## config.mk

```make
export PLATFORM = sky130hd
export DESIGN_NAME = axis_rapid_stop_handler
export DESIGN_NICKNAME = d
export VERILOG_FILES = /design/src/pkg/axis_stop_pkg.sv /design/src/logic/speed_ramp.sv /design/src/logic/axis_rapid_stop_handler.sv
export VERILOG_INCLUDE_DIRS = /design/src /design/src/pkg
export SDC_FILE = /design/constraint.sdc
export NUM_CORES = 1
export LEC_CHECK = 0
export ABC_CLOCK_PERIOD_IN_PS = 7600
export BUFFER_PORTS_ARGS = -buffer_cell sky130_fd_sc_hd__buf_2
export CAP_MARGIN = 25
export CORE_MARGIN = 4
export CORE_UTILIZATION = 43
export DETAILED_ROUTE_END_ITERATION = 12
export GPL_ROUTABILITY_DRIVEN = 0
export GPL_TIMING_DRIVEN = 0
export PLACE_DENSITY = 0.59
export SYNTH_ARGS = -nofsm -noshare
export SYNTH_HDL_FRONTEND = slang
export SYNTH_SLANG_ARGS = --single-unit
```

## constraint.sdc

```tcl
create_clock -name clk_i -period 7.6 [get_ports clk_i]
set_input_delay 0.76 -clock clk_i [delete_from_list [all_inputs] [get_ports clk_i]]
set_output_delay 0.76 -clock clk_i [all_outputs]
set_load 0.05 [all_outputs]
```

## src/pkg/axis_stop_regs.svh

```systemverilog
`ifndef AXIS_STOP_REGS_SVH
`define AXIS_STOP_REGS_SVH

// ----------------------------------------------------------------------
// Register byte offsets
// ----------------------------------------------------------------------
`define REG_CMD          8'h00
`define REG_TARGET_SPEED 8'h04
`define REG_DECEL_TIME   8'h08
`define REG_RAPID_TIME   8'h0C
`define REG_DWELL_TIME   8'h10
`define REG_STATUS       8'h14
`define REG_MINOR_ERR    8'h18
`define REG_IRQ_STAT     8'h1C
`define REG_IRQ_MASK     8'h20

// ----------------------------------------------------------------------
// Field positions
// ----------------------------------------------------------------------
`define CMD_STOP_BIT     0
`define CMD_RAPID_BIT    1
`define CMD_START_BIT    2
`define CMD_MODE_LSB     4
`define CMD_MODE_MSB     6
`define STAT_ACC_BIT     0
`define STAT_DONE_BIT    1
`define STAT_STATE_LSB   4
`define STAT_STATE_MSB   6
`define STAT_SPEED_LSB   16
`define IRQ_WIDTH        4

// ----------------------------------------------------------------------
// Reset values and codes
// ----------------------------------------------------------------------
`define RST_TIME         16'h0064
`define RST_SPEED        16'h0000
`define RST_IRQ_MASK     4'h0
`define ERR_NONE         16'h0000
`define ERR_HOME_STOP    16'h00CB

// ----------------------------------------------------------------------
// Timing: times are in milliseconds, counted by a 1 ms tick
// ----------------------------------------------------------------------
`define CLK_PERIOD_NS    40
`define TICK_PERIOD_NS   1000000
`define TICK_CYCLES      (`TICK_PERIOD_NS / `CLK_PERIOD_NS)

`endif

```

## src/pkg/axis_stop_pkg.sv

```systemverilog
package axis_stop_pkg;

    typedef enum logic [2:0] {
        MODE_POSITION     = 3'b000,
        MODE_SPEED        = 3'b001,
        MODE_JOG          = 3'b010,
        MODE_SPEED_FIXED  = 3'b011,
        MODE_MPG          = 3'b100,
        MODE_HOME         = 3'b101,
        MODE_SPEED_TORQUE = 3'b110,
        MODE_SPARE        = 3'b111
    } mode_t;

    typedef enum logic [2:0] {
        ST_IDLE      = 3'b000,
        ST_RUN       = 3'b001,
        ST_DECEL     = 3'b010,
        ST_RAPID     = 3'b011,
        ST_DWELL     = 3'b100,
        ST_ZERO_WAIT = 3'b101
    } axis_state_t;

    typedef struct packed {
        mode_t mode;
        logic  rapid;
        logic  stop;
    } cmd_t;

    typedef struct packed {
        logic pos_done;
        logic start_refused;
        logic home_err;
        logic stop_done;
    } irq_t;

endpackage

```

## src/logic/speed_ramp.sv

```systemverilog
`timescale 1ns/1ps
`include "axis_stop_regs.svh"

module speed_ramp #(
    parameter int W = 16
) (
    input  wire logic         clk_i,
    input  wire logic         rst_i,
    input  wire logic         tick_i,
    input  wire logic         set_i,
    input  wire logic [W-1:0] set_val_i,
    input  wire logic         ramp_i,
    input  wire logic [15:0]  ramp_time_i,
    output logic      [W-1:0] speed_o,
    output logic              busy_o
);
    logic [W-1:0] start_reg;
    logic [15:0]  time_reg;
    logic [15:0]  remain_reg;
    logic [31:0]  acc_reg;

    // ------------------------------------------------------------------
    // Linear ramp to zero: accumulated start speed paid out per time unit
    // ------------------------------------------------------------------
    wire pay_out = busy_o && !tick_i && (acc_reg >= {16'h0000, time_reg}) && (speed_o != '0);

    always_ff @(posedge clk_i) begin
        if (rst_i) begin
            speed_o    <= '0;
            busy_o     <= 1'b0;
            start_reg  <= '0;
            time_reg   <= 16'h0000;
            remain_reg <= 16'h0000;
            acc_reg    <= 32'h0000_0000;
        end else if (set_i) begin
            speed_o <= set_val_i;
            busy_o  <= 1'b0;
        end else if (ramp_i) begin
            start_reg  <= speed_o;
            time_reg   <= ramp_time_i;
            remain_reg <= ramp_time_i;
            acc_reg    <= 32'h0000_0000;
            busy_o     <= (ramp_time_i != 16'h0000);
            if (ramp_time_i == 16'h0000) begin
                speed_o <= '0;
            end
        end else if (busy_o && tick_i) begin
            acc_reg    <= acc_reg + 32'(start_reg);
            remain_reg <= remain_reg - 16'h0001;
            if (remain_reg == 16'h0001) begin
                speed_o <= '0;
                busy_o  <= 1'b0;
            end
        end else if (pay_out) begin
            acc_reg <= acc_reg - {16'h0000, time_reg};
            speed_o <= speed_o - W'(1);
        end
    end
endmodule // speed_ramp

```

## src/logic/axis_rapid_stop_handler.sv

```systemverilog
// Behaviour
// - Rapid stop acts on rising edge only
// - Start refused while rapid stop held on
// - Ramp modes decelerate over rapid stop time
// - Rapid stop overrides running deceleration stop
// - Pulse generator mode halts at once
// - Home return ramps over rapid stop time
// - Home return rapid stop stores error 203
// - Speed-torque mode commands zero speed
// - Zero speed seen: switch to position control
// - Rapid stop ignored during dwell
// - Stop ignored in dwell; end sets flags
`timescale 1ns/1ps
`include "axis_stop_regs.svh"

module axis_rapid_stop_handler
    import axis_stop_pkg::*;
#(
    parameter int TICK_CYCLES = `TICK_CYCLES,
    parameter int SPEED_W     = 16
) (
    input  wire logic               clk_i,
    input  wire logic               rst_i,
    input  wire logic               cyc_i,
    input  wire logic               stb_i,
    input  wire logic               we_i,
    input  wire logic [7:0]         adr_i,
    input  wire logic [3:0]         sel_i,
    input  wire logic [31:0]        dat_i,
    output logic      [31:0]        dat_o,
    output logic                    ack_o,
    input  wire logic               in_position_i,
    input  wire logic               zero_speed_i,
    output logic      [SPEED_W-1:0] speed_cmd_o,
    output logic                    irq_o
);
    // ------------------------------------------------------------------
    // Registers
    // ------------------------------------------------------------------
    cmd_t          cmd_reg;
    logic          rapid_q_reg;
    logic          stop_q_reg;
    logic [15:0]   target_reg;
    logic [15:0]   decel_time_reg;
    logic [15:0]   rapid_time_reg;
    logic [15:0]   dwell_time_reg;
    logic [15:0]   minor_err_reg;
    logic [15:0]   dwell_cnt_reg;
    irq_t          irq_stat_reg;
    irq_t          irq_mask_reg;
    axis_state_t   state_reg;
    axis_state_t   state_next;
    logic          start_acc_reg;
    logic          done_reg;
    logic [31:0]   tick_cnt_reg;
    logic          tick_reg;

    // ------------------------------------------------------------------
    // Bus decode
    // ------------------------------------------------------------------
    wire        bus_req    = cyc_i && stb_i && !ack_o;
    wire        wr_req     = bus_req && we_i;
    wire        rd_req     = bus_req && !we_i;
    wire        lo_lane    = sel_i[0];
    wire        wr_cmd     = wr_req && adr_i == `REG_CMD && lo_lane;
    wire        wr_target  = wr_req && adr_i == `REG_TARGET_SPEED;
    wire        wr_decel   = wr_req && adr_i == `REG_DECEL_TIME;
    wire        wr_rapid_t = wr_req && adr_i == `REG_RAPID_TIME;
    wire        wr_dwell   = wr_req && adr_i == `REG_DWELL_TIME;
    wire        wr_err     = wr_req && adr_i == `REG_MINOR_ERR;
    wire        wr_mask    = wr_req && adr_i == `REG_IRQ_MASK && lo_lane;
    wire        rd_irq     = rd_req && adr_i == `REG_IRQ_STAT;
    wire        start_wr   = wr_cmd && dat_i[`CMD_START_BIT];

    function automatic logic [15:0] merge16(input logic [15:0] old_v,
                                            input logic [31:0] new_v,
                                            input logic [3:0]  lanes);
        merge16 = {lanes[1] ? new_v[15:8] : old_v[15:8],
                   lanes[0] ? new_v[7:0]  : old_v[7:0]};
    endfunction

    // ------------------------------------------------------------------
    // Command edges and mode classes
    // ------------------------------------------------------------------
    wire rapid_rise = cmd_reg.rapid && !rapid_q_reg;
    wire stop_rise  = cmd_reg.stop && !stop_q_reg;
    wire ramp_mode  = cmd_reg.mode inside {MODE_POSITION, MODE_SPEED, MODE_JOG,
                                           MODE_SPEED_FIXED};
    wire moving     = state_reg == ST_RUN || state_reg == ST_DECEL;
    wire dwell_end  = state_reg == ST_DWELL && dwell_cnt_reg == 16'h0000;
    wire start_go   = start_wr && state_reg == ST_IDLE && !cmd_reg.rapid;
    wire start_bad  = start_wr && cmd_reg.rapid;
    wire home_err   = rapid_rise && moving && cmd_reg.mode == MODE_HOME;
    wire ramp_busy;
    wire [SPEED_W-1:0] speed_now;

    // ------------------------------------------------------------------
    // Stop handling
    // ------------------------------------------------------------------
    always_comb begin
        state_next = state_reg;
        unique case (state_reg)
            ST_IDLE: begin
                if (start_go) begin
                    state_next = ST_RUN;
                end
            end
            ST_RUN, ST_DECEL: begin
                if (rapid_rise) begin
                    if (cmd_reg.mode == MODE_SPEED_TORQUE) begin
                        state_next = ST_ZERO_WAIT;
                    end else if (cmd_reg.mode == MODE_MPG) begin
                        state_next = ST_IDLE;
                    end else begin
                        state_next = ST_RAPID;
                    end
                end else if (state_reg == ST_RUN && stop_rise) begin
                    state_next = (cmd_reg.mode == MODE_SPEED_TORQUE) ? ST_ZERO_WAIT
                                                                      : ST_DECEL;
                end else if (state_reg == ST_RUN && in_position_i) begin
                    state_next = ST_DWELL;
                end else if (state_reg == ST_DECEL && !ramp_busy) begin
                    state_next = ST_IDLE;
                end
            end
            ST_RAPID: begin
                if (!ramp_busy) begin
                    state_next = ST_IDLE;
                end
            end
            ST_DWELL: begin
                if (dwell_end) begin
                    state_next = ST_IDLE;
                end
            end
            ST_ZERO_WAIT: begin
                if (zero_speed_i) begin
                    state_next = ST_IDLE;
                end
            end
            default: begin
                state_next = ST_IDLE;
            end
        endcase
    end

    wire enter_rapid = rapid_rise && moving && cmd_reg.mode != MODE_MPG
                       && cmd_reg.mode != MODE_SPEED_TORQUE;
    wire enter_decel = state_reg == ST_RUN && stop_rise && !rapid_rise
                       && cmd_reg.mode != MODE_SPEED_TORQUE;
    wire zero_now    = moving && (rapid_rise || stop_rise)
                       && (cmd_reg.mode == MODE_MPG || cmd_reg.mode == MODE_SPEED_TORQUE)
                       && !(cmd_reg.mode == MODE_MPG && !rapid_rise);
    wire ramp_set    = start_go || zero_now;
    wire ramp_go     = enter_rapid || enter_decel;
    wire [15:0] ramp_time = enter_rapid ? rapid_time_reg : decel_time_reg;
    wire stop_done   = (state_reg == ST_RAPID || state_reg == ST_DECEL)
                       && state_next == ST_IDLE;
    irq_t irq_event;
    assign irq_event = '{pos_done: dwell_end, start_refused: start_bad,
                         home_err: home_err, stop_done: stop_done};
    wire [`IRQ_WIDTH-1:0] irq_stat_next = (rd_irq ? '0 : irq_stat_reg) | irq_event;

    speed_ramp #(
        .W (SPEED_W)
    ) u_ramp (
        .clk_i       (clk_i),
        .rst_i       (rst_i),
        .tick_i      (tick_reg),
        .set_i       (ramp_set),
        .set_val_i   (start_go ? SPEED_W'(target_reg) : '0),
        .ramp_i      (ramp_go),
        .ramp_time_i (ramp_time),
        .speed_o     (speed_now),
        .busy_o      (ramp_busy)
    );
    assign speed_cmd_o = speed_now;

    // ------------------------------------------------------------------
    // Millisecond tick and axis state
    // ------------------------------------------------------------------
    always_ff @(posedge clk_i) begin
        if (rst_i || tick_cnt_reg == 32'(TICK_CYCLES - 1)) begin
            tick_cnt_reg <= 32'h0000_0000;
        end else begin
            tick_cnt_reg <= tick_cnt_reg + 32'h0000_0001;
        end
        tick_reg <= !rst_i && tick_cnt_reg == 32'(TICK_CYCLES - 1);
    end

    always_ff @(posedge clk_i) begin
        if (rst_i) begin
            state_reg     <= ST_IDLE;
            rapid_q_reg   <= 1'b0;
            stop_q_reg    <= 1'b0;
            dwell_cnt_reg <= 16'h0000;
            start_acc_reg <= 1'b0;
            done_reg      <= 1'b0;
        end else begin
            state_reg   <= state_next;
            rapid_q_reg <= cmd_reg.rapid;
            stop_q_reg  <= cmd_reg.stop;
            if (state_next == ST_DWELL && state_reg != ST_DWELL) begin
                dwell_cnt_reg <= dwell_time_reg;
            end else if (tick_reg && dwell_cnt_reg != 16'h0000) begin
                dwell_cnt_reg <= dwell_cnt_reg - 16'h0001;
            end
            if (start_go) begin
                start_acc_reg <= 1'b1;
                done_reg      <= 1'b0;
            end else if (dwell_end) begin
                start_acc_reg <= 1'b0;
                done_reg      <= 1'b1;
            end else if (state_next == ST_IDLE) begin
                start_acc_reg <= 1'b0;
            end
        end
    end

    // ------------------------------------------------------------------
    // Register file
    // ------------------------------------------------------------------
    always_ff @(posedge clk_i) begin
        if (rst_i) begin
            cmd_reg        <= '{mode: MODE_POSITION, rapid: 1'b0, stop: 1'b0};
            target_reg     <= `RST_SPEED;
            decel_time_reg <= `RST_TIME;
            rapid_time_reg <= `RST_TIME;
            dwell_time_reg <= `RST_TIME;
            irq_mask_reg   <= `RST_IRQ_MASK;
        end else begin
            if (state_reg == ST_ZERO_WAIT && zero_speed_i) begin
                cmd_reg.mode <= MODE_POSITION;
            end else if (wr_cmd) begin
                cmd_reg.mode <= mode_t'(dat_i[`CMD_MODE_MSB:`CMD_MODE_LSB]);
            end
            if (wr_cmd) begin
                cmd_reg.rapid <= dat_i[`CMD_RAPID_BIT];
                cmd_reg.stop  <= dat_i[`CMD_STOP_BIT];
            end
            if (wr_target) target_reg <= merge16(target_reg, dat_i, sel_i);
            if (wr_decel) decel_time_reg <= merge16(decel_time_reg, dat_i, sel_i);
            if (wr_rapid_t) rapid_time_reg <= merge16(rapid_time_reg, dat_i, sel_i);
            if (wr_dwell) dwell_time_reg <= merge16(dwell_time_reg, dat_i, sel_i);
            if (wr_mask) irq_mask_reg <= irq_t'(dat_i[`IRQ_WIDTH-1:0]);
        end
    end

    // Event bits: a new event wins over a clearing access
    always_ff @(posedge clk_i) begin
        if (rst_i) begin
            minor_err_reg <= `ERR_NONE;
            irq_stat_reg  <= '0;
            irq_o         <= 1'b0;
        end else begin
            if (home_err) begin
                minor_err_reg <= `ERR_HOME_STOP;
            end else if (wr_err) begin
                minor_err_reg <= `ERR_NONE;
            end
            irq_stat_reg <= irq_t'(irq_stat_next);
            irq_o        <= |(irq_stat_next & (wr_mask ? dat_i[`IRQ_WIDTH-1:0] : irq_mask_reg));
        end
    end

    wire [31:0] status_word = {16'(speed_now), 9'h000, state_reg, 2'b00,
                               done_reg, start_acc_reg};
    wire [31:0] rd_mux =
        adr_i == `REG_CMD          ? {25'h0, cmd_reg.mode, 2'b00, cmd_reg.rapid,
                                      cmd_reg.stop} :
        adr_i == `REG_TARGET_SPEED ? {16'h0000, target_reg} :
        adr_i == `REG_DECEL_TIME   ? {16'h0000, decel_time_reg} :
        adr_i == `REG_RAPID_TIME   ? {16'h0000, rapid_time_reg} :
        adr_i == `REG_DWELL_TIME   ? {16'h0000, dwell_time_reg} :
        adr_i == `REG_STATUS       ? status_word :
        adr_i == `REG_MINOR_ERR    ? {16'h0000, minor_err_reg} :
        adr_i == `REG_IRQ_STAT     ? {28'h0, irq_stat_reg} :
        adr_i == `REG_IRQ_MASK     ? {28'h0, irq_mask_reg} : 32'h0000_0000;

    always_ff @(posedge clk_i) begin
        if (rst_i) begin
            ack_o <= 1'b0;
            dat_o <= 32'h0000_0000;
        end else begin
            ack_o <= bus_req;
            dat_o <= rd_req ? rd_mux : 32'h0000_0000;
        end
    end
endmodule // axis_rapid_stop_handler

```

==> results of run 1 <==
[power breakdown]
part           total [W]  internal, W  switching, W  leakage, nW
combinational  0.0000671    0.0000149     0.0000522         3.05
sequential       0.00139      0.00139    0.00000132         2.13
clock            0.00149     0.000898      0.000590        0.504
[synthesized netlist by cell type (all sizes together), types with 5 or more instances]
cell type,instances,share of area [%]
buf,20,0.81
xor2,31,2.0
xnor2,46,3.0
or3,15,0.69
ha,38,3.5
nand3,73,2.7
nand2,178,4.9
nand4,19,0.88
a31oi,24,1.3
nor2,210,5.8
a32o,6,0.44
a32oi,5,0.32
or4,9,0.53
nand2b,20,0.92
and2,23,1.1
o211ai,13,0.72
o21ai,77,2.8
a2111oi,6,0.39
dfxtp,265,39
inv,45,1.2
o31ai,9,0.50
o22ai,11,0.51
a221oi,6,0.39
nor2b,23,1.1
mux2i,57,4.2
and3,13,0.60
nor3,42,1.6
a211o,9,0.58
nor4,35,1.7
a22oi,40,2.2
clkbuf,72,2.0
a21oi,157,5.8
a21o,12,0.66
a211oi,25,1.4
nand3b,5,0.28
[area by class of cell]
cell class / instances / area share (%)
Multi-Input combinational cell: 1285 / 49.8
Sequential cell: 265 / 34.3
Clock buffer: 40 / 5.34
Tap cell: 396 / 3.20
Timing Repair Buffer: 82 / 2.65
Buffer: 92 / 2.46
Clock inverter: 14 / 1.21
Inverter: 45 / 1.09
[cell families after synthesis]
family / count (synthesis) / synth area share [%]
DFF: 265 / 39.1
muxes: 57 / 4.21
adders and majority gates: 40 / 3.80
xor gates and xnor gates: 77 / 4.97
buffers and inverters: 137 / 4.05
AOI/OAI and AO/OA: 431 / 20.2
and+or+nand+nor: 680 / 23.6
[routing by layer]
layer | global-route usage (%) | part of all wire (%)
met5 | 0 | 0.030
met4 | 8.74 | 3.8
met3 | 4.51 | 7.6
met2 | 38.5 | 44
met1 | 34.3 | 45
[placed cells by master (no fill, tap or decap), types with 34 or more instances in the layout]
| cell | n |
|---|---|
| sky130_fd_sc_hd__ha_1 | 38 |
| sky130_fd_sc_hd__dfxtp_1 | 265 |
| sky130_fd_sc_hd__inv_1 | 45 |
| sky130_fd_sc_hd__xnor2_1 | 46 |
| sky130_fd_sc_hd__nand2_1 | 178 |
| sky130_fd_sc_hd__clkbuf_1 | 77 |
| sky130_fd_sc_hd__nor3_1 | 42 |
| sky130_fd_sc_hd__nor2_1 | 210 |
| sky130_fd_sc_hd__nor4_1 | 34 |
| sky130_fd_sc_hd__o21ai_0 | 75 |
| sky130_fd_sc_hd__nand3_1 | 72 |
| sky130_fd_sc_hd__a21oi_1 | 156 |
| sky130_fd_sc_hd__mux2i_1 | 57 |
| sky130_fd_sc_hd__a22oi_1 | 40 |
| sky130_fd_sc_hd__buf_2 | 88 |
[final timing paths]
check,startpoint,depth (start not counted),slack [ps],endpoint
worst max-delay path,u_ramp.speed_o[0]$_SDFFE_PP0P_,11,4000,u_ramp.acc_reg[9]$_SDFFE_PP0P_
worst min-delay path,tick_cnt_reg[0]$_SDFF_PP0_,1,450,tick_cnt_reg[0]$_SDFF_PP0_
worst max register to register,u_ramp.speed_o[0]$_SDFFE_PP0P_,11,4000,u_ramp.acc_reg[9]$_SDFFE_PP0P_
worst min register to register,tick_cnt_reg[0]$_SDFF_PP0_,1,450,tick_cnt_reg[0]$_SDFF_PP0_
[worst max-delay path: stages, from the launching register on]
cell                      delay (ps)
sky130_fd_sc_hd__dfxtp_1         380
sky130_fd_sc_hd__inv_1           150
sky130_fd_sc_hd__ha_1            210
sky130_fd_sc_hd__nor3b_1         560
sky130_fd_sc_hd__nand2_1         310
sky130_fd_sc_hd__nor3_1          520
sky130_fd_sc_hd__a21oi_1         250
sky130_fd_sc_hd__a31oi_4         430
sky130_fd_sc_hd__buf_2           330
sky130_fd_sc_hd__nor2_1           60
sky130_fd_sc_hd__a22oi_1         180
sky130_fd_sc_hd__nor2_1           50
[stage by stage]
step,cells,cell area [um2],worst slack (ps),power [W]
2_1_floorplan,1687,13600,4380,0.00145
3_3_place_gp,2164,14500,3670,0.00149
3_5_place_dp,2164,14500,3680,0.00149
4_1_cts,2218,15500,4080,0.00298
5_1_grt,2219,15500,3620,0.00304
6_report,2219,15500,4000,0.00295
==> impl_summary.txt, run 1 <==
----------------------------------------------------
[Outcome]
  Result of the run ... complete, no violations

[Timing]
  Rel. slew slack ... 32.6%
  Final Max Tran Viols ... 0
  Clock skew ... 21.0 ps
  Setup TNS ... 0 ps
  Final hold slack ... 447 ps
  Period Utilization, post-route ... 47.3%
  Final-report setup violation count ... 0
  Post-layout minimum cycle time ... 3600 ps
  RSZ-0062 raised after global routing ... no
  Transition time of the tightest slew-check pin ... about 1000 ps
  F_max ... 278 MHz
  Final hold violation count ... 0

[Floorplanning]
  Floorplan die area ... roughly 34000 um2
  Effective utilization at floorplan ... 44.0%
  X dimension of the die ... ~190 um
  I/O Pins ... 101
  Row count ... 64
  Area of the core region ... 30800 um2
  Die Ht ... approximately 190 um

[Logic synthesis]
  Mean cell area of the mapped netlist ... 8.04 um2
  Post-synth cell types ... 71
  Async S/R FF share, synth ... 0%
  Sequential-to-total area share from yosys stat ... 39.1%
  Synthesized instance count ... roughly 1700
  Synthesized netlist net count ... 1778
  Synth warnings ... 0
  Number of enable flip-flop cells after synthesis ... 0
  Number of storage elements in the synthesis netlist ... between 200 and 300
  Cell area after synthesis ... roughly 14000 um2
  Dominant register cell in the synthesized netlist ... sky130_fd_sc_hd__dfxtp_1

[Route]
  Antenna-violating nets left ... 0
  Iteration-0 DRC count of the detailed router ... between 1000 and 1500
  Drt via density ... 5.87
  Routed WL ... 43300 um
  Via total after detailed routing ... between 10000 and 15000
  Number of remaining DRC errors ... 0
  First-pass DRT Iterations ... 6
  Routed wirelength normalized by instance count ... between 15 and 20 um

[Global route]
  Largest net degree at the start of global routing ... 16
  Number of antenna violations at the first check in global routing ... 1
  Overall fraction of global-route tracks in use ... roughly 25%
  Global-route wire length before repair ... 68200 um
  Via count of the first global-routing pass ... around 12000
  Leftover overflow at the end of global routing ... 0

[Final layout]
  Fraction of layout instances using a drive strength above 1 ... 8.45%
  Number of fill cells ... slightly above 3000
  Number of nets at the end of the flow ... 1891
  Sequential cell area ... 5310 um2
  Total inserted antenna cells ... 0
  Post-Route Utilization ... 50.2%
  Multi-input logic area ... 7710 um2
  Area growth, synth to finish ... 14.2%

[Worst setup path]
  Worst EP required ... 8010 ps
  Startpoint type of the worst setup path ... flip-flop
  Maximum net fanout on the critical path ... 10
  Type of the setup path with the least slack ... reg2reg
  Worst path arrival time ... 4010 ps
  CP endpoint kind ... flip-flop

[Placement]
  Number of buffers inserted by port buffering ... about 80
  Post-DP HPWL ... 32600 um

[Clock network]
  Num CTS Buffers ... 29
  TritonCTS clock tree ... built
  H-tree depth reported by CTS ... 1
  Total of cells resized after clock tree synthesis ... 0
  Post-CTS clock slew at the launch and capture registers of the worst setup and hold paths ... 60 ps
  Setup fix buffers added after clock tree synthesis ... 0
  Source-to-sink clock delay at the later pin of the worst-skew pair ... 570 ps
  CTS Hold Bufs ... 0
  Number of clock sinks seen by CTS ... 265
  Clock Tree Root ... sky130_fd_sc_hd__clkbuf_16
  Clk buf depth ... 3

[Job]
  Max capacitance violation total ... 0

[Power and ir drop]
  Maximum VDD drop ... between 0.2 and 0.25 mV
  Total power density per cell area ... 190 nW/um2
  Leakage power ... 5.69 nW

[Min path]
  Worst hold path type ... reg2reg

----------------------------------------------------
Note: power is estimated with default switching activity, not from simulation.
==> run 2: changes to the inputs <==
--- a/config.mk
+++ b/config.mk
@@ -6,7 +6,7 @@
 export SDC_FILE = /design/constraint.sdc
 export NUM_CORES = 1
 export LEC_CHECK = 0
-export ABC_CLOCK_PERIOD_IN_PS = 7600
+export ABC_CLOCK_PERIOD_IN_PS = 3200
 export BUFFER_PORTS_ARGS = -buffer_cell sky130_fd_sc_hd__buf_2
 export CAP_MARGIN = 25
 export CORE_MARGIN = 4
@@ -14,7 +14,7 @@
 export DETAILED_ROUTE_END_ITERATION = 12
 export GPL_ROUTABILITY_DRIVEN = 0
 export GPL_TIMING_DRIVEN = 0
-export PLACE_DENSITY = 0.59
+export PLACE_DENSITY = 0.62
 export SYNTH_ARGS = -nofsm -noshare
 export SYNTH_HDL_FRONTEND = slang
 export SYNTH_SLANG_ARGS = --single-unit
==> constraint.sdc (replaced) <==
create_clock -name clk_i -period 3.2 [get_ports clk_i]
set_input_delay 0.32 -clock clk_i [delete_from_list [all_inputs] [get_ports clk_i]]
set_output_delay 0.32 -clock clk_i [all_outputs]
set_load 0.05 [all_outputs]
==> run 2 against run 1 <==
Against the previous run:
- non-clock buffer count grew 4
- sequential power grew 140%
- via count grew 0.71%
- critical path type unchanged
==> impl_summary.txt, run 2 (same netlist as run 1, synthesis figures left out) <==
----------------------------------------------------
[Outcome]
  Result of the run ... complete, no violations

[Global route]
  Overall fraction of global-route tracks in use ... 24.3%
  Via count of the first global-routing pass ... 12500
  Global-route wire length before repair ... about 68000 um
  Leftover overflow at the end of global routing ... 0
  Number of antenna violations at the first check in global routing ... 0
  Largest net degree at the start of global routing ... 15

[Timing]
  RSZ-0062 raised after global routing ... no
  Final-report setup violation count ... 0
  F_max ... 332 MHz
  Clock skew ... approximately 10 ps
  Final Max Tran Viols ... 0
  Period Utilization, post-route ... 94.2%
  Final hold violation count ... 0
  Post-layout minimum cycle time ... 3010 ps
  Transition time of the tightest slew-check pin ... 1060 ps
  Rel. slew slack ... 28.8%

[Power and ir drop]
  Maximum VDD drop ... about 0.36 mV
  Power spent charging and discharging nets ... around 0.0015 W
  Sequential cell fraction of total power ... 47.3%
  Overall power consumption ... 0.00698 W
  Clock group share of total power ... 50.4%
  Part of the total power dissipated in combinational logic ... 2.3%
  Leakage power ... 5.76 nW
  Int Pwr ... approximately 0.0055 W
  Switching share of power ... 21.7%
  Total power density per cell area ... 446 nW/um2

[Worst setup path]
  Type of the setup path with the least slack ... reg2reg
  Worst R2R Setup Slack ... 190 ps
  Startpoint type of the worst setup path ... flip-flop
  Capture instance of the worst register-to-register path ... u_ramp.acc_reg[9]$_SDFFE_PP0P_
  Worst EP required ... between 3000 and 4000 ps
  Maximum net fanout on the critical path ... 10
  CP endpoint kind ... flip-flop
  Worst path arrival time ... 3420 ps
  Worst R2R Path Depth ... 14
  Reg2reg start ... u_ramp.acc_reg[0]$_SDFFE_PP0P_

[Final layout]
  Most common library cell in the layout ignoring fill and taps ... sky130_fd_sc_hd__dfxtp_1
  Count of placed standard cells in the final layout, fillers left out ... 2224
  Area growth, synth to finish ... 15.4%
  Total inserted antenna cells ... 0
  Fraction of layout instances using a drive strength above 1 ... 10.0%
  Leading cell types in the layout, fill and taps excluded ... sky130_fd_sc_hd__dfxtp_1, sky130_fd_sc_hd__nor2_1, sky130_fd_sc_hd__nand2_1, sky130_fd_sc_hd__a21oi_1, sky130_fd_sc_hd__buf_2
  Number of nets at the end of the flow ... about 1900

[Floorplanning]
  Floorplan die area ... 34400 um2
  Area of the core region ... about 31000 um2
  X dimension of the die ... 186 um
  I/O Pins ... 101
  Effective utilization at floorplan ... between 40% and 50%
  Die Ht ... 186 um
  Row count ... 64

[Route]
  Drt via density ... slightly below 6
  Routed wirelength normalized by instance count ... 19.4 um
  Routed WL ... 43100 um
  Iteration-0 DRC count of the detailed router ... 1368
  Via total after detailed routing ... 13100
  First-pass DRT Iterations ... 6
  Antenna-violating nets left ... 0
  Number of remaining DRC errors ... 0

[Clock network]
  CTS Hold Bufs ... 0
  Source-to-sink clock delay at the later pin of the worst-skew pair ... 550 ps
  Number of clock sinks seen by CTS ... ~270
  Clock Tree Root ... sky130_fd_sc_hd__clkbuf_16
  TritonCTS clock tree ... built
  Clk buf depth ... 3
  Post-CTS clock slew at the launch and capture registers of the worst setup and hold paths ... roughly 60 ps
  Num CTS Buffers ... 29
  H-tree depth reported by CTS ... 1

[Job]
  Max capacitance violation total ... 0

[Placement]
  Number of buffers inserted by port buffering ... 81
  Post-DP HPWL ... 32100 um
  DP Cell Count ... 2164

[Min path]
  Number of stages on the worst hold path ... 3
  Worst hold path type ... in2reg
  Worst Hold End ... rapid_time_reg[9]$_SDFFE_PP0P_
  Hold path startpoint ... dat_i[9]

----------------------------------------------------
==> run 2: cell types whose count changed in the layout (fill, tap and decap cells not counted), sizes merged <==
cell / previous run / this run
clkbuf: 113 / 112
clkinvlp: 1 / 0
a31oi: 24 / 25
buf: 101 / 105
clkinv: 8 / 9
inv: 46 / 47
==> run 2: per-layer routing <==
metal | vias up | global-route usage (%) | share of wire, %
li1 | 6298 | - | -
met3 | 94 | 3.56 | 6.9
met5 | - | 0 | 0
met2 | 479 | 38.2 | 44
met1 | 6257 | 34.6 | 46
met4 | 0 | 7.40 | 3.2
==> run 2: critical path, stage by stage, from the launching register on <==
cell                        delay, ps
sky130_fd_sc_hd__dfxtp_1          340
sky130_fd_sc_hd__inv_1             70
sky130_fd_sc_hd__ha_1             150
sky130_fd_sc_hd__inv_1             60
sky130_fd_sc_hd__fa_1             460
sky130_fd_sc_hd__a21o_1           210
sky130_fd_sc_hd__a21oi_2          160
sky130_fd_sc_hd__o211a_1          270
sky130_fd_sc_hd__o2111ai_4        200
sky130_fd_sc_hd__a31oi_4          340
sky130_fd_sc_hd__buf_4            160
sky130_fd_sc_hd__buf_4            180
sky130_fd_sc_hd__nor2_1            60
sky130_fd_sc_hd__a22oi_1          160
sky130_fd_sc_hd__nor2_1            50
==> run 2: layout make-up <==
class / instances / area (um2)
clock buffers: 39 / 823
flip-flops and latches: 265 / 5310
inverters: 45 / 169
multi-input cells: 1286 / 7830
repair buffers: 86 / 443
plain buffers: 92 / 392
well taps: 396 / 495
clock inverters: 15 / 190
fillers: 3022 / 15200
==> run 2: worst max-delay path by stage <==
stage,to,start,depth (start not counted),slack (ps)
CTS,u_ramp.acc_reg[9]$_SDFFE_PP0P_,u_ramp.acc_reg[0]$_SDFFE_PP0P_,13,20
detailed placement,u_ramp.acc_reg[9]$_SDFFE_PP0P_,u_ramp.speed_o[0]$_SDFFE_PP0P_,11,-310
floorplan,u_ramp.acc_reg[31]$_SDFFE_PP0P_,u_ramp.speed_o[0]$_SDFFE_PP0P_,10,340
global route,u_ramp.remain_reg[10]$_SDFFE_PP0P_,state_reg[1]$_SDFF_PP0_,9,20
global placement,u_ramp.acc_reg[9]$_SDFFE_PP0P_,u_ramp.speed_o[0]$_SDFFE_PP0P_,11,-350
finish,u_ramp.acc_reg[9]$_SDFFE_PP0P_,u_ramp.acc_reg[0]$_SDFFE_PP0P_,14,190
==> run 2: through the flow <==
stage	setup TNS (ps)	util (%)	cell area, um2	setup WS (ps)	hold WS (ps)
final	0	50.7	15600	186	75.4
after global routing	0	50.7	15600	17.0	68.7
after CTS	0	50.3	15500	24.8	53.8
after detailed placement	-9600	46.9	14500	-307	444
after global placement	-10440	46.9	14500	-346	431
after floorplan	0	-	13600	337	418
==> run 2: power groups by stage <==
| stage | Clock, W | Sequential [W] | Combinational [W] |
|---|---|---|---|
| 2_1_floorplan | 0 | 0.00338 | 0.0000689 |
| 3_3_place_gp | 0 | 0.00338 | 0.000155 |
| 3_5_place_dp | 0 | 0.00338 | 0.000156 |
| 4_1_cts | 0.00358 | 0.00331 | 0.000156 |
| 5_1_grt | 0.00369 | 0.00330 | 0.000170 |
| 6_report | 0.00352 | 0.00331 | 0.000161 |
==> run 2: repair_timing <==
action / in CTS / in global routing
resized for setup: 9 / 21
pin swaps: 0 / 2
endpoints found under the setup margin: 65 / 93
setup buffers: 0 / 5
cloned: 0 / 1
==> run 3: changes to the inputs <==
--- a/config.mk
+++ b/config.mk
@@ -15,6 +15,7 @@
 export GPL_ROUTABILITY_DRIVEN = 0
 export GPL_TIMING_DRIVEN = 0
 export PLACE_DENSITY = 0.62
+export REMOVE_ABC_BUFFERS = 1
 export SYNTH_ARGS = -nofsm -noshare
 export SYNTH_HDL_FRONTEND = slang
 export SYNTH_SLANG_ARGS = --single-unit
==> constraint.sdc (replaced) <==
create_clock -name clk_i -period 3.2 [get_ports clk_i]
set_input_delay 0.16 -clock clk_i [delete_from_list [all_inputs] [get_ports clk_i]]
set_output_delay 0.16 -clock clk_i [all_outputs]
set_load 0.05 [all_outputs]
==> run 3 against run 2 <==
Against the previous run:
- sequential share of layout area is 0.69 points lower
- flip-flop and latch count is the same
- clock skew is 1.1 ps lower
- worst hold slack worse by 46 ps
- design area grew 2.2%
- global-route usage decreased by 2.1 points
- critical path depth decreased by 1
- critical path type unchanged
- die area unchanged
- clock power up 8.0%
- highest routed layer is now met5
- register-to-register slack got worse by 60 ps
- final cell count is 2.0% lower
==> impl_summary.txt, run 3 (same netlist as run 1, synthesis figures left out) <==
----------------------------------------------------
[Route]
  Antenna-violating nets left ... 0
  Drt via density ... 5.85
  Iteration-0 DRC count of the detailed router ... 1167
  Routed wirelength normalized by instance count ... between 15 and 20 um
  Number of remaining DRC errors ... 0
  First-pass DRT Iterations ... 6
  Via total after detailed routing ... 12800
  Routed WL ... 39600 um

[Timing]
  Final hold violation count ... 0
  Final hold slack ... 29.3 ps
  Final-report setup violation count ... 0
  Post-layout minimum cycle time ... 3070 ps
  Transition time of the tightest slew-check pin ... 1040 ps
  Clock skew ... around 8.9 ps
  Final Max Tran Viols ... 0
  Period Utilization, post-route ... 96.0%
  Rel. slew slack ... 30.9%
  F_max ... 326 MHz

[Clock network]
  Post-CTS clock slew at the launch and capture registers of the worst setup and hold paths ... 60 ps
  Number of clock sinks seen by CTS ... between 200 and 300
  Clk buf depth ... 3
  H-tree depth reported by CTS ... 1
  Clock Tree Root ... sky130_fd_sc_hd__clkbuf_16
  TritonCTS clock tree ... built
  Num CTS Buffers ... 29
  Source-to-sink clock delay at the later pin of the worst-skew pair ... 550 ps

[Global route]
  Number of antenna violations at the first check in global routing ... 2
  Global-route wire length before repair ... roughly 63000 um
  Overall fraction of global-route tracks in use ... 22.2%
  Largest net degree at the start of global routing ... 127
  Leftover overflow at the end of global routing ... 0
  Via count of the first global-routing pass ... 11900

[Final layout]
  Leading cell types in the layout, fill and taps excluded ... sky130_fd_sc_hd__dfxtp_1, sky130_fd_sc_hd__nor2_1, sky130_fd_sc_hd__nand2_1, sky130_fd_sc_hd__a21oi_1, sky130_fd_sc_hd__buf_2
  Most common library cell in the layout ignoring fill and taps ... sky130_fd_sc_hd__dfxtp_1
  Total inserted antenna cells ... 0
  Area growth, synth to finish ... 17.8%
  Count of placed standard cells in the final layout, fillers left out ... about 2200
  Layout Cell Area excl Fill ... 16000 um2
  Fraction of layout instances using a drive strength above 1 ... 11.8%
  Number of nets at the end of the flow ... 1852
  Post-Route Utilization ... 51.8%

[Min path]
  Worst Hold End ... ack_o$_SDFF_PP0_
  Number of stages on the worst hold path ... 3
  Worst hold path type ... in2reg
  Hold path startpoint ... stb_i

[Power and ir drop]
  Maximum VDD drop ... 0.398 mV
  Leakage power ... around 5.9 nW
  Total power density per cell area ... 455 nW/um2
  Overall power consumption ... 0.00727 W

[Worst setup path]
  Worst path arrival time ... 3540 ps
  Reg2reg start ... u_ramp.acc_reg[0]$_SDFFE_PP0P_
  Type of the setup path with the least slack ... reg2reg
  Launch point of the worst path ... u_ramp.acc_reg[0]$_SDFFE_PP0P_
  Worst EP required ... around 3700 ps
  Capture instance of the worst register-to-register path ... u_ramp.acc_reg[31]$_SDFFE_PP0P_
  Startpoint type of the worst setup path ... flip-flop
  Worst R2R Setup Slack ... around 130 ps
  Worst R2R Path Depth ... 13
  Maximum net fanout on the critical path ... 8
  CP endpoint kind ... flip-flop

[Outcome]
  Result of the run ... complete, no violations

[Floorplanning]
  X dimension of the die ... 186 um
  Row count ... 64
  I/O Pins ... 101
  Area of the core region ... 30800 um2
  Floorplan die area ... 34400 um2
  Die Ht ... 186 um
  Effective utilization at floorplan ... a little over two fifths

[Placement]
  Post-DP HPWL ... 27300 um
  Number of buffers inserted by port buffering ... between 80 and 90
  DP Cell Count ... 2085
  Placed Instance Area ... between 10000 and 15000 um2

[Job]
  Max capacitance violation total ... 0

----------------------------------------------------
[run 3: what timing repair did]
action | CTS | global route
hold endpoints to repair | 81 | 0
hold buffers | 18 | 0
setup endpoints to repair | 49 | 50
gates resized for setup | 17 | 18
setup buffers | 9 | 10
pin swaps | 4 | 4
gates cloned | 3 | 0
[run 3: report_power, final]
group          internal, W  total (W)  switching [W]
sequential         0.00330    0.00331     0.00000320
clock              0.00242    0.00380        0.00138
combinational    0.0000518   0.000162       0.000111
[run 3: critical path, cell delays in order (launching register included)]
cell                        delay, ps
sky130_fd_sc_hd__dfxtp_2          340
sky130_fd_sc_hd__inv_1             40
sky130_fd_sc_hd__ha_1             200
sky130_fd_sc_hd__inv_1             80
sky130_fd_sc_hd__fa_1             210
sky130_fd_sc_hd__a21o_1           150
sky130_fd_sc_hd__a21oi_1           90
sky130_fd_sc_hd__o211a_2          320
sky130_fd_sc_hd__o2111ai_4        350
sky130_fd_sc_hd__a31oi_4          150
sky130_fd_sc_hd__buf_4            200
sky130_fd_sc_hd__o21bai_2         220
sky130_fd_sc_hd__or4_1            480
sky130_fd_sc_hd__a21oi_1          150
[run 3: stage by stage]
step	worst slack [ps]	setup TNS [ps]
detailed placement	-828	-27330
finish	128	0
CTS	0.398	0
global placement	-7120	-648840
global route	-25.8	-46.9
floorplan	-3690	-279250
[run 3: worst max path at each step]
| stage | slack [ps] | endpoint |
|---|---|---|
| after floorplan | -3690 | u_ramp.acc_reg[31]$_SDFFE_PP0P_ |
| after global placement | -7120 | u_ramp.acc_reg[31]$_SDFFE_PP0P_ |
| after detailed placement | -830 | u_ramp.acc_reg[13]$_SDFFE_PP0P_ |
| after CTS | 0.4 | u_ramp.acc_reg[13]$_SDFFE_PP0P_ |
| after global routing | -30 | u_ramp.speed_o[1]$_SDFFE_PP0P_ |
| final | 130 | u_ramp.acc_reg[31]$_SDFFE_PP0P_ |
[run 3: cell type report]
| class | instances | area [um2] |
|---|---|---|
| well taps | 396 | 495 |
| clock buffers | 38 | 810 |
| flip-flops and latches | 265 | 5310 |
| fillers | 2951 | 14800 |
| inverters | 45 | 169 |
| repair buffers | 132 | 975 |
| clock inverters | 16 | 292 |
| multi-input cells | 1288 | 7930 |
[run 3: routing by layer]
metal	share of wire, %	up-vias	wire length (um)	track usage [%]
met3	6.1	84	2400	3.28
met1	46	5997	18200	31.6
met4	3.2	4	1260	6.76
li1	-	6214	-	-
met5	0.068	-	27	0
met2	45	458	17700	34.9
